--- src/ssbp_consts.vh ---
`ifndef SSBP_CONSTS_VH
`define SSBP_CONSTS_VH

// ----------------------------------------
// Register indices (byte address = 4 * index)
// ----------------------------------------
`define SSBP_IDX_BUF_FIRST   12'hf90
`define SSBP_IDX_BUF_LAST    12'hf97
`define SSBP_IDX_MAIN_CTRL   12'hf98
`define SSBP_IDX_BURST_STAT  12'hf99
`define SSBP_IDX_CLK_OPT     12'hf9a

// ----------------------------------------
// Main control register fields
// ----------------------------------------
`define SSBP_CTRL_RUN        7
`define SSBP_CTRL_ABORT      6
`define SSBP_CTRL_MODE_HI    5
`define SSBP_CTRL_MODE_LO    3
`define SSBP_CTRL_CLK_HI     2
`define SSBP_CTRL_CLK_LO     0

// ----------------------------------------
// Burst config fields and status bits
// ----------------------------------------
`define SSBP_CFG_WAIT_HI     4
`define SSBP_CFG_WAIT_LO     3
`define SSBP_CFG_CNT_HI      2
`define SSBP_CFG_CNT_LO      0
`define SSBP_STAT_XFER       7
`define SSBP_STAT_SHIFT      6

// ----------------------------------------
// Clock option register bits
// ----------------------------------------
`define SSBP_OPT_PRESC       0
`define SSBP_OPT_SLOW        1

// ----------------------------------------
// Transfer modes and clock codes
// ----------------------------------------
`define SSBP_MODE_TX8        3'h0
`define SSBP_MODE_TX4        3'h2
`define SSBP_MODE_DUP8       3'h4
`define SSBP_MODE_RX8        3'h5
`define SSBP_MODE_RX4        3'h6
`define SSBP_CLK_EXT         3'h7

// ----------------------------------------
// Half-period lengths minus one, in pclk cycles or low-freq ticks
// ----------------------------------------
`define SSBP_HALF_DIV13      12'hfff
`define SSBP_HALF_LF5        12'h00f
`define SSBP_HALF_DIV8       12'h07f
`define SSBP_HALF_DIV7       12'h03f
`define SSBP_HALF_DIV6       12'h01f
`define SSBP_HALF_DIV5       12'h00f
`define SSBP_HALF_DIV4       12'h007

`endif

--- src/ssbp_port.v ---
// Summary of operation
// RQ1: Wait code sets frame as 1/2/4/8 word times
// RQ2: Burst length is word count code plus one
// RQ3: 4-bit words use low nibble, upper cleared
// RQ4: Buffer used from lowest entry upward
// RQ5: Word count kept after a burst ends
// RQ6: Software writes burst config only when idle
// RQ7: Burst config is write-only, no read-modify-write
// RQ8: Status bit 7 shows transfer in process
// RQ9: Status bit 6 shows shift in progress
// RQ10: Run cleared ends at word end; abort immediately
// RQ11: Internal clock driven out, high at start
// RQ12: Clock code picks six rates or external
// RQ13: Internal clock waits for buffer service
// RQ14: External clock pulses four cycles wide minimum
// RQ15: Transmit data changes on clock falling edge
// RQ16: Receive data sampled on clock rising edge
// RQ17: Words go least significant bit first
// RQ18: Done pulse after programmed word count transferred
// RQ19: Stop port before changing count, except waiting
// RQ20: Mode field selects five transfer modes
// RQ21: Run starts/stops; abort aborts and self-clears
// RQ22: External clock synchronised and edge detected
//
// The APB slave port is this design's own decision.
`timescale 1ns/1ps
`include "ssbp_consts.vh"

module ssbp_port
(
    input  wire        pclk,
    input  wire        presetn,
    input  wire        psel,
    input  wire        penable,
    input  wire        pwrite,
    input  wire [15:0] paddr,
    input  wire [31:0] pwdata,
    output reg  [31:0] prdata,
    output reg         pready,
    output reg         pslverr,
    input  wire        lf_tick,
    input  wire        sck_in,
    output reg         sck_out,
    output reg         sck_oe_n,
    output reg         sdo,
    input  wire        sdi,
    output reg         transfer_done
);

    // ----------------------------------------
    // States
    // ----------------------------------------
    localparam [1:0] ST_IDLE  = 2'h0;
    localparam [1:0] ST_SHIFT = 2'h1;
    localparam [1:0] ST_GAP   = 2'h2;
    localparam [1:0] ST_AWAIT = 2'h3;

    // ----------------------------------------
    // Storage
    // ----------------------------------------
    reg  [7:0]  dbuf [0:7];
    reg         run_bit;
    reg         abort_bit;
    reg  [2:0]  transfer_mode_field;
    reg  [2:0]  clk_sel;
    reg  [1:0]  wait_field;
    reg  [2:0]  word_cnt;
    reg         prescaler_select_bit;
    reg         slow_mode;
    reg  [1:0]  state;
    reg         transfer_active_flag;
    reg  [2:0]  word_idx;
    reg  [2:0]  bit_cnt;
    reg  [7:0]  shreg;
    reg  [6:0]  gap_cnt;
    reg         svc_pending;
    reg  [11:0] half_cnt;
    reg         half_tick;
    reg         sck_meta;
    reg         sck_sync;
    reg         sck_last;
    integer     i;

    // ----------------------------------------
    // Decoding
    // ----------------------------------------
    function addr_ok;
        input [15:0] a;
        begin
            addr_ok = (a[1:0] == 2'h0) && (a[15:14] == 2'h0);
        end
    endfunction

    // Half period length per clock code [RQ12]
    function [11:0] half_len;
        input [2:0] sel;
        input       lf;
        begin
            case (sel)
                3'h0:    half_len = lf ? `SSBP_HALF_LF5 : `SSBP_HALF_DIV13;
                3'h1:    half_len = `SSBP_HALF_DIV8;
                3'h2:    half_len = `SSBP_HALF_DIV7;
                3'h3:    half_len = `SSBP_HALF_DIV6;
                3'h4:    half_len = `SSBP_HALF_DIV5;
                default: half_len = `SSBP_HALF_DIV4;
            endcase
        end
    endfunction

    wire [11:0] reg_idx   = paddr[13:2];
    wire        acc       = psel && penable && pready;
    wire        wr_hit    = acc && pwrite && addr_ok(paddr);
    wire        rd_hit    = acc && !pwrite && addr_ok(paddr);
    wire        is_buf    = (reg_idx >= `SSBP_IDX_BUF_FIRST) && (reg_idx <= `SSBP_IDX_BUF_LAST);
    wire        wr_buf    = wr_hit && is_buf;
    wire        rd_buf    = rd_hit && is_buf;
    wire [2:0]  buf_sel   = reg_idx[2:0];
    wire        use_lf    = prescaler_select_bit || slow_mode;
    wire        internal  = (clk_sel != `SSBP_CLK_EXT);
    wire        nib_mode  = (transfer_mode_field == `SSBP_MODE_TX4) || (transfer_mode_field == `SSBP_MODE_RX4);
    wire        rx_only   = (transfer_mode_field == `SSBP_MODE_RX8) || (transfer_mode_field == `SSBP_MODE_RX4);
    wire        stores    = rx_only || (transfer_mode_field == `SSBP_MODE_DUP8);
    wire        mode_ok   = (transfer_mode_field == `SSBP_MODE_TX8) || nib_mode || stores;
    wire        clk_ok    = (clk_sel != 3'h6);
    wire [2:0]  last_bit  = nib_mode ? 3'h3 : 3'h7;
    wire        ext_fall  = sck_last && !sck_sync;
    wire        ext_rise  = !sck_last && sck_sync;
    wire        ev_fall   = internal ? (half_tick && sck_out) : ext_fall;
    wire        ev_rise   = internal ? (half_tick && !sck_out) : ext_rise;
    wire [2:0]  next_idx  = word_idx + 3'h1;
    wire [7:0]  rx_word   = nib_mode ? {4'h0, sdi, shreg[3:1]} : {sdi, shreg[7:1]};
    wire [6:0]  frame_mul = (7'h1 << wait_field) - 7'h1;
    wire [6:0]  gap_len   = nib_mode ? {frame_mul[3:0], 3'h0} : {frame_mul[2:0], 4'h0};

    // ----------------------------------------
    // External clock synchroniser
    // ----------------------------------------
    // Two-flop sync then edge detect on the second stage [RQ22]
    always @(posedge pclk or negedge presetn)
    begin
        if (!presetn)
        begin
            sck_meta <= 1'b1;
            sck_sync <= 1'b1;
            sck_last <= 1'b1;
        end
        else
        begin
            sck_meta <= sck_in;
            sck_sync <= sck_meta;
            sck_last <= sck_sync;
        end
    end

    // ----------------------------------------
    // Internal rate generator
    // ----------------------------------------
    // Half-period tick, counts low-freq ticks for clock code 0 in prescaler or slow mode [RQ12]
    always @(posedge pclk or negedge presetn)
    begin
        if (!presetn)
        begin
            half_cnt  <= 12'h000;
            half_tick <= 1'b0;
        end
        else
        begin
            half_tick <= 1'b0;
            if (state == ST_IDLE)
                half_cnt <= half_len(clk_sel, use_lf);
            else if (!(clk_sel == 3'h0 && use_lf) || lf_tick)
            begin
                if (half_cnt == 12'h000)
                begin
                    half_cnt  <= half_len(clk_sel, use_lf);
                    half_tick <= 1'b1;
                end
                else
                    half_cnt <= half_cnt - 12'h001;
            end
        end
    end

    // ----------------------------------------
    // APB response
    // ----------------------------------------
    // One wait state; data and error captured with pready
    always @(posedge pclk or negedge presetn)
    begin
        if (!presetn)
        begin
            pready  <= 1'b0;
            prdata  <= 32'h00000000;
            pslverr <= 1'b0;
        end
        else
        begin
            pready  <= psel && penable && !pready;
            pslverr <= 1'b0;
            prdata  <= 32'h00000000;
            if (psel && penable && !pready)
            begin
                if (!addr_ok(paddr))
                    pslverr <= 1'b1;
                else if (is_buf)
                    prdata <= {24'h000000, dbuf[buf_sel]};
                else if (reg_idx == `SSBP_IDX_BURST_STAT)
                    prdata <= {24'h000000, transfer_active_flag, (state == ST_SHIFT), 6'h00}; // [RQ8] [RQ9]
                else if (reg_idx == `SSBP_IDX_CLK_OPT)
                    prdata <= {30'h00000000, slow_mode, prescaler_select_bit};
                else if (reg_idx != `SSBP_IDX_MAIN_CTRL)
                    pslverr <= 1'b1;
            end
        end
    end

    // ----------------------------------------
    // Registers and transfer engine
    // ----------------------------------------
    always @(posedge pclk or negedge presetn)
    begin
        if (!presetn)
        begin
            for (i = 0; i < 8; i = i + 1)
                dbuf[i] <= 8'h00;
            run_bit              <= 1'b0;
            abort_bit            <= 1'b0;
            transfer_mode_field  <= 3'h0;
            clk_sel              <= 3'h0;
            wait_field           <= 2'h0;
            word_cnt             <= 3'h0;
            prescaler_select_bit <= 1'b0;
            slow_mode            <= 1'b0;
            state                <= ST_IDLE;
            transfer_active_flag <= 1'b0;
            word_idx             <= 3'h0;
            bit_cnt              <= 3'h0;
            shreg                <= 8'h00;
            gap_cnt              <= 7'h00;
            svc_pending          <= 1'b0;
            sck_out              <= 1'b1;
            sck_oe_n             <= 1'b1;
            sdo                  <= 1'b1;
            transfer_done        <= 1'b0;
        end
        else
        begin
            transfer_done <= 1'b0;
            sck_oe_n      <= !internal;   // Drive pin only on internal clock [RQ11]
            // Software writes; abort lives one cycle [RQ21]
            if (wr_hit && reg_idx == `SSBP_IDX_MAIN_CTRL)
            begin
                run_bit             <= pwdata[`SSBP_CTRL_RUN];
                abort_bit           <= pwdata[`SSBP_CTRL_ABORT];
                transfer_mode_field <= pwdata[`SSBP_CTRL_MODE_HI:`SSBP_CTRL_MODE_LO]; // [RQ20]
                clk_sel             <= pwdata[`SSBP_CTRL_CLK_HI:`SSBP_CTRL_CLK_LO];
            end
            else
                abort_bit <= 1'b0; // [RQ21]
            // Count is only changed by software, never by a burst [RQ5]
            if (wr_hit && reg_idx == `SSBP_IDX_BURST_STAT)
            begin
                wait_field <= pwdata[`SSBP_CFG_WAIT_HI:`SSBP_CFG_WAIT_LO];
                word_cnt   <= pwdata[`SSBP_CFG_CNT_HI:`SSBP_CFG_CNT_LO];
            end
            if (wr_hit && reg_idx == `SSBP_IDX_CLK_OPT)
            begin
                prescaler_select_bit <= pwdata[`SSBP_OPT_PRESC];
                slow_mode            <= pwdata[`SSBP_OPT_SLOW];
            end
            if (wr_buf)
                dbuf[buf_sel] <= pwdata[7:0];
            // Service access releases the automatic wait [RQ13]
            if ((wr_buf && !rx_only) || (rd_buf && rx_only))
                svc_pending <= 1'b0;

            if (abort_bit)
            begin
                // Immediate stop [RQ10]
                state                <= ST_IDLE;
                transfer_active_flag <= 1'b0;
                sck_out              <= 1'b1;
            end
            else
            begin
                case (state)
                    ST_IDLE:
                    begin
                        if (run_bit && mode_ok && clk_ok)
                        begin
                            state                <= ST_SHIFT;
                            transfer_active_flag <= 1'b1;              // [RQ8]
                            sck_out              <= 1'b1;              // [RQ11]
                            word_idx             <= 3'h0;              // [RQ4]
                            bit_cnt              <= 3'h0;
                            svc_pending          <= 1'b0;              // No stale wait from last run
                            shreg                <= nib_mode ? {4'h0, dbuf[0][3:0]} : dbuf[0]; // [RQ3]
                        end
                    end
                    ST_SHIFT:
                    begin
                        if (ev_fall)
                        begin
                            // Leading edge moves out the low bit [RQ15] [RQ17]
                            if (internal)
                                sck_out <= 1'b0;
                            sdo <= shreg[0];
                        end
                        else if (ev_rise)
                        begin
                            // Trailing edge samples into the top [RQ16] [RQ17]
                            if (internal)
                                sck_out <= 1'b1;
                            shreg   <= rx_word;
                            bit_cnt <= bit_cnt + 3'h1;
                            if (bit_cnt == last_bit)
                            begin
                                bit_cnt <= 3'h0;
                                if (stores)
                                    dbuf[word_idx] <= rx_word;                 // [RQ3] [RQ4]
                                if (word_idx == word_cnt)
                                begin
                                    transfer_done <= 1'b1;                     // [RQ18]
                                    svc_pending   <= 1'b1;
                                    word_idx      <= 3'h0;                     // [RQ2]
                                    if (!run_bit || (!internal && rx_only && svc_pending))
                                    begin
                                        state                <= ST_IDLE;      // [RQ10]
                                        transfer_active_flag <= 1'b0;
                                    end
                                    else if (internal)
                                        state <= ST_AWAIT;                    // [RQ13]
                                    else
                                        shreg <= nib_mode ? {4'h0, dbuf[0][3:0]} : dbuf[0];
                                end
                                else if (!run_bit)
                                begin
                                    state                <= ST_IDLE;          // [RQ10]
                                    transfer_active_flag <= 1'b0;
                                end
                                else
                                begin
                                    word_idx <= next_idx;                     // [RQ2] [RQ4]
                                    shreg    <= nib_mode ? {4'h0, dbuf[next_idx][3:0]} : dbuf[next_idx];
                                    if (internal && wait_field != 2'h0)
                                    begin
                                        state   <= ST_GAP;                    // [RQ1]
                                        gap_cnt <= gap_len;
                                    end
                                end
                            end
                        end
                    end
                    ST_GAP:
                    begin
                        // Clock held high for the extra frame time [RQ1]
                        if (half_tick)
                        begin
                            if (gap_cnt == 7'h01)
                                state <= ST_SHIFT;
                            gap_cnt <= gap_cnt - 7'h01;
                        end
                    end
                    ST_AWAIT:
                    begin
                        // Clock stopped until buffer serviced [RQ13]
                        if (!run_bit)
                        begin
                            state                <= ST_IDLE;
                            transfer_active_flag <= 1'b0;
                        end
                        else if (!svc_pending)
                        begin
                            state <= ST_SHIFT;
                            shreg <= nib_mode ? {4'h0, dbuf[0][3:0]} : dbuf[0];
                        end
                    end
                    default:
                        state <= ST_IDLE;
                endcase
            end
        end
    end

endmodule

--- config.mk ---
export PLATFORM = sky130hd
export DESIGN_NAME = ssbp_port
export DESIGN_NICKNAME = d
export VERILOG_FILES = /design/src/ssbp_port.v
export VERILOG_INCLUDE_DIRS = /design/src
export SDC_FILE = /design/constraint.sdc
export NUM_CORES = 1
export LEC_CHECK = 0
export BUFFER_PORTS_ARGS = -buffer_cell sky130_fd_sc_hd__buf_2
export CORE_UTILIZATION = 60
export CTS_CLUSTER_SIZE = 12
export DETAILED_ROUTE_END_ITERATION = 12
export HOLD_SLACK_MARGIN = 0.12
export PLACE_DENSITY = 0.86
export SYNTH_ARGS = -nofsm -noshare
export SYNTH_HDL_FRONTEND = slang
export SYNTH_SLANG_ARGS = --single-unit
--- constraint.sdc ---
create_clock -name pclk -period 3 [get_ports pclk]
set_clock_uncertainty 0.1 [all_clocks]
set_input_delay 0.3 -clock pclk [delete_from_list [all_inputs] [get_ports pclk]]
set_output_delay 0.3 -clock pclk [all_outputs]
set_load 0.03 [all_outputs]
# Yosys cells after proc, flatten, opt, wreduce, memory -nomap -nowiden
# Index checks and enable logic that the tools add are counted.
[word_totals]
output_inout_bits = 38
register_bits = 158
input_bits = 56
[op_classes]
n_eq_ne = 44
n_shift = 1
muxes = 120
n_reduce_logical = 67
n_addsub = 5
n_bitwise = 4
n_lt_le_gt_ge = 7
[ops]
columns = ["op", "n"]
rows = [
  ["64-bit two-way mux", 7],
  ["8-bit two-way mux", 23],
  ["64-bit bitwise mux", 2],
  ["12-bit one-hot mux with 5 select lines", 1],
  ["7-bit two-way mux", 8],
  ["8-bit binary-select mux with 3-bit select", 2],
  ["8-bit demux with 3-bit select", 2],
  ["12-bit two-way mux", 4],
  ["1-bit two-way mux", 38],
  ["12-bit == test (second input constant)", 3],
  ["2-bit two-way mux", 15],
  ["3-bit two-way mux", 10],
  ["1-bit logical AND", 28],
  ["8-bit one-hot mux with 3 select lines", 1],
  ["3-bit inequality test (second input constant)", 6],
  ["9-bit AND reduction", 2],
  ["4-bit inequality test (second input constant)", 4],
  ["2-bit inequality test (second input constant)", 7],
  ["7-bit one-hot mux with 2 select lines", 1],
  ["7-bit AND reduction", 2],
  ["3-bit == test (second input constant)", 4],
  ["12-bit greater-or-equal comparator (second input constant)", 1],
  ["4-bit greater-or-equal comparator (second input constant)", 3],
  ["12-bit <= comparator (second input constant)", 1],
  ["35 further kinds", 73],
]

# Depth between registers and ports, before layout
[logic_depth]
depth_word = 14
mapped_depth = 8
ltp_nobuf = 7

# Least setup slack after synthesis
# Ideal clock, no wire load.
[synth_timing]
kind = "register to register"
startpoint = "register word_idx[1]"
endpoint = "register shreg[7]"
slack_ns = 0.623
t_arrival_ns = 2.194
setup_ns = 0.083
n_path_buf = 2
required_ns = 2.817
stages_incl_launch_ff = 9
cell_sequence = "dfrtp_1 -> ha_1 -> buf_2 -> buf_2 -> nor3_1 -> mux2_2 -> o41ai_1 -> a22oi_1 -> o21ai_0"
[synth_via]
elab_chain_len = 12
elab_cells_between_ends = 13
[synth_lines]
columns = ["item", "line", "text"]
rows = [
  ["start, declared", "ssbp_port.v:72", "reg [2:0] word_idx;"],
  ["start signal, assigned", "ssbp_port.v:343", "word_idx <= next_idx;"],
  ["3-bit by 1-bit adder with 3-bit output", "ssbp_port.v:130", "wire [2:0] next_idx = word_idx + 3'h1;"],
  ["3-bit NOT with 4-bit output (implied by the code)", "ssbp_port.v:344", "shreg <= nib_mode ? {4'h0, dbuf[next_idx][3:0]} : dbuf[next_idx];"],
  ["8-bit binary-select mux with 3-bit select", "ssbp_port.v:344", ""],
  ["8-bit two-way mux (implied by the code) (2 in a row)", "ssbp_port.v:344", ""],
  ["8-bit two-way mux", "ssbp_port.v:344", ""],
  ["8-bit two-way mux", "ssbp_port.v:336", "else if (!run_bit)"],
  ["8-bit two-way mux (*)", "ssbp_port.v:321", "if (word_idx == word_cnt)"],
  ["8-bit two-way mux (*)", "ssbp_port.v:316", "if (bit_cnt == last_bit)"],
  ["8-bit two-way mux (*)", "ssbp_port.v:309", "else if (ev_rise)"],
  ["8-bit two-way mux (*)", "ssbp_port.v:302", "if (ev_fall)"],
  ["8-bit one-hot mux with 3 select lines (*)", "ssbp_port.v:286", "case (state)"],
  ["end signal, assigned", "ssbp_port.v:297", "shreg <= nib_mode ? {4'h0, dbuf[0][3:0]} : dbuf[0];"],
  ["end signal, assigned", "ssbp_port.v:314", "shreg <= rx_word;"],
  ["end signal, assigned", "ssbp_port.v:334", "shreg <= nib_mode ? {4'h0, dbuf[0][3:0]} : dbuf[0];"],
  ["end, declared", "ssbp_port.v:74", "reg [7:0] shreg;"],
]
# Every way passes the cells marked *; elsewhere a longest branch is shown, timed or not. The select of a mux whose other input is x is not followed.
# A chain may end at the register's enable or synchronous reset.

# Worst setup path after layout
[layout_timing]
startpoint = "register half_cnt[6]"
endpoint = "register half_cnt[5]"
[layout_via]
elab_chain_len = 4
[layout_lines]
columns = ["item", "line", "text"]
rows = [
  ["start, declared", "ssbp_port.v:77", "reg [11:0] half_cnt;"],
  ["start signal, assigned", "ssbp_port.v:170", "half_cnt <= half_len(clk_sel, use_lf);"],
  ["start signal, assigned", "ssbp_port.v:175", "half_cnt <= half_len(clk_sel, use_lf);"],
  ["start signal, assigned", "ssbp_port.v:179", "half_cnt <= half_cnt - 12'h001;"],
  ["12-bit zero test", "ssbp_port.v:173", "if (half_cnt == 12'h000)"],
  ["12-bit two-way mux", "ssbp_port.v:173", ""],
  ["12-bit two-way mux", "ssbp_port.v:171", "else if (!(clk_sel == 3'h0 && use_lf) || lf_tick)"],
  ["12-bit two-way mux", "ssbp_port.v:169", "if (state == ST_IDLE)"],
]
# Every way passes these cells. The select of a mux whose other input is x is not followed.

==> metrics.txt <==
ANT cells=0; FP Rows=43; hpwl dp=16.10 mm; mapped cell area=8651 µm²; DR DRC count=0; WS Path Type=reg -> reg; reg2reg end=half_cnt[5]$_DFFE_PN0P_; area leader, netlist=dfrtp_1; routed length per placed instance=22.41 µm; # placed instances=1046; GRT Total Usage=34.27%; CP arrival=2900 ps; VDD IR-drop max=419.5 µV; final non-filler cell total=1084; vias in the first global route=7053; predominant post-synthesis flop cell=dfrtp_1; Netlist cell types=73; Leak=4.110 nW; Slew Viols, Final=0; Die Ht=122.1 µm; Worst R2R Start=half_cnt[6]$_DFFE_PN0P_; layout cells sized above 1=21.68%; first-pass GRT wire length=38.45 mm; clock-pin slew on the worst setup and hold paths=60 ps; Finished Cell Area=9788 µm²; Slew @ Worst Pin=828.4 ps; number of synthesized register bits=134; crit end category=register; Hold WC Path Type=in -> reg; sequential area share after synthesis=38.85%; Final #Nets=953; Die Wd=122.1 µm; drt pass-1 iters=7; hold depth=4; Critical Path Fanout Max=9; area share of the largest cell type after synthesis=37.03%; post-route ant nets=0; Clock Sinks=134; reg2reg setup slack=370 ps; Layout Utilization=69.97%; Iter 0 DRT Violations=1131; final WL=24.30 mm; largest net degree at the start of global routing=82; # fillers=998; yosys warns=0; maxcap violations=0; Clk Latency, worst-skew pair=440 ps; IO Pins=94; f_max=379.7 MHz; H-tree depth=4; hold path start=paddr[14]; Area contributors post-synth=dfrtp_1, mux2i_1, mux4_2, a21oi_1, mux2_2; Critical Path RT=3270 ps; total CTS buffers=17; Syn Area/Cell=10.20 µm²; crit path launch=half_cnt[6]$_DFFE_PN0P_; Synth-to-Final Area Change=13.15%; initial antenna violation count=0; post-layout power=0.005318 W; Power Dens Cells=543.3 nW/µm²; routed vias/inst=6.835; Final GP Congestion=0.9327; Final Critical Period=2634 ps; Setup Total Neg Slack=0 ps; Core Area=13990 µm²; CTS tree=yes; Final Setup Violations=0; Max Buffers Root-to-Sink=2; CTS Root Cell=clkbuf_16; placed cell area=9044 µm²; Vias=7409; outcome=complete, no violations; post_cts resized=0; PortBufs=45; r2r worst-path depth=5; Mapped Cells=848; RSZ-0062 raised after global routing=false; Slew HR=43.35%; Final Cycle Share=87.79%; Starting Density=61.84%; die area=14900 µm²; CP Launch Type=register; Final Hold Viols=0; Async S/R FF share, synth=100.0%; end of the worst hold path=pslverr$_DFF_PN0_; Post-synth EDFFs=0; grt ovf=0
state kept, by name, summed over array words and instances (netlist names), 2 cells and up:
name and count:
dbuf 64, gap_cnt 7, prdata 8, transfer_mode_field 3, state 2, bit_cnt 3, word_idx 3, word_cnt 3
half_cnt 12, wait_field 2, shreg 8, clk_sel 3
repair_timing:
action,4_1_cts,5_1_grt
setup buffers,0,0
hold buffers,6,0
endpoints found under the hold margin,57,0
setup endpoints to repair,0,0
cell families (layout without fill, tap and decap cells):
logic type / after synthesis / count (layout) / synth area share, %
simple gates: 257 / 257 / 17.49
fa+ha+maj: 6 / 6 / 0.8678
buf+inv: 101 / 134 / 5.771
xor+xnor: 7 / 7 / 0.7955
other cells: 1 / 24 / 0.04335
compound gates: 187 / 187 / 13.44
flops: 134 / 134 / 38.85
mux: 155 / 155 / 22.75
stage by stage:
stage / setup slack (ps) / hold slack, ps
after detailed placement: 407.0 / 179.5
after CTS: 398.6 / 128.1
after floorplan: 623.0 / -95.59
after global placement: 466.4 / 181.5
final: 366.2 / 140.7
after global routing: 129.3 / 138.2
layout make-up:
type / instances / area [µm²] / share of cell area (%)
Timing Repair Buffer: 88 / 581.8 / 5.944
Inverter: 14 / 52.55 / 0.5369
Tap cell: 180 / 225.2 / 2.301
Clock inverter: 7 / 188.9 / 1.930
Multi-Input combinational cell: 636 / 4883 / 49.89
Clock buffer: 25 / 495.5 / 5.062
Sequential cell: 134 / 3361 / 34.33
Yosys cell counts, types with 8 or more instances:
cell / number
buf_2: 21
clkbuf_1: 31
mux2_2: 26
nand2_1: 47
nor3_1: 29
nand4_1: 9
mux2i_1: 97
o21ai_1: 28
buf_4: 25
o21ai_0: 33
inv_1: 14
dfrtp_1: 128
nor2b_1: 8
mux4_2: 30
nand2b_1: 11
nor2_1: 55
and3_1: 8
a21oi_1: 59
buf_1: 10
nand3_1: 35
cell usage in the layout, fill, tap and decap left out, drive strengths merged, types with 9 or more instances in the layout:
master,n
conb,24
nand2b,11
o21ai,61
mux2i,98
nand2,47
nand4,9
nor3,30
dfrtp,128
nand3,37
nor2,55
a21oi,59
mux2,27
buf,82
mux4,30
clkbuf,25
nor4,10
inv,14
report_power, final:
group          total, W  leakage (nW)  internal, W  switching, W
Sequential      0.00212          1.51      0.00189      0.000234
Combinational  0.000746          2.27     0.000300      0.000446
Clock           0.00245         0.332      0.00165      0.000799
critical path, stage by stage, from the launching register on:
cell       delay [ps]
dfrtp_1           450
nor4_2            480
nand4b_1          390
and2_1            400
a2111oi_0         550
a221o_1           210
worst max path at each step:
stage               cells after the start                      end
CTS                                     5  half_cnt[5]$_DFFE_PN0P_
detailed placement                      6       dbuf[52]$_DFF_PN0_
floorplan                               8     shreg[7]$_DFFE_PN0P_
finish                                  5  half_cnt[5]$_DFFE_PN0P_
global placement                        6       dbuf[43]$_DFF_PN0_
global route                            5  half_cnt[5]$_DFFE_PN0P_
per-layer routing:
layer | routed length [µm] | track usage [%]
met5 | 0 | 0
met2 | 11600 | 54.87
met3 | 2565 | 8.099
met4 | 963 | 14.79
met1 | 9169 | 44.46
Note: power is estimated with default switching activity, not from simulation.
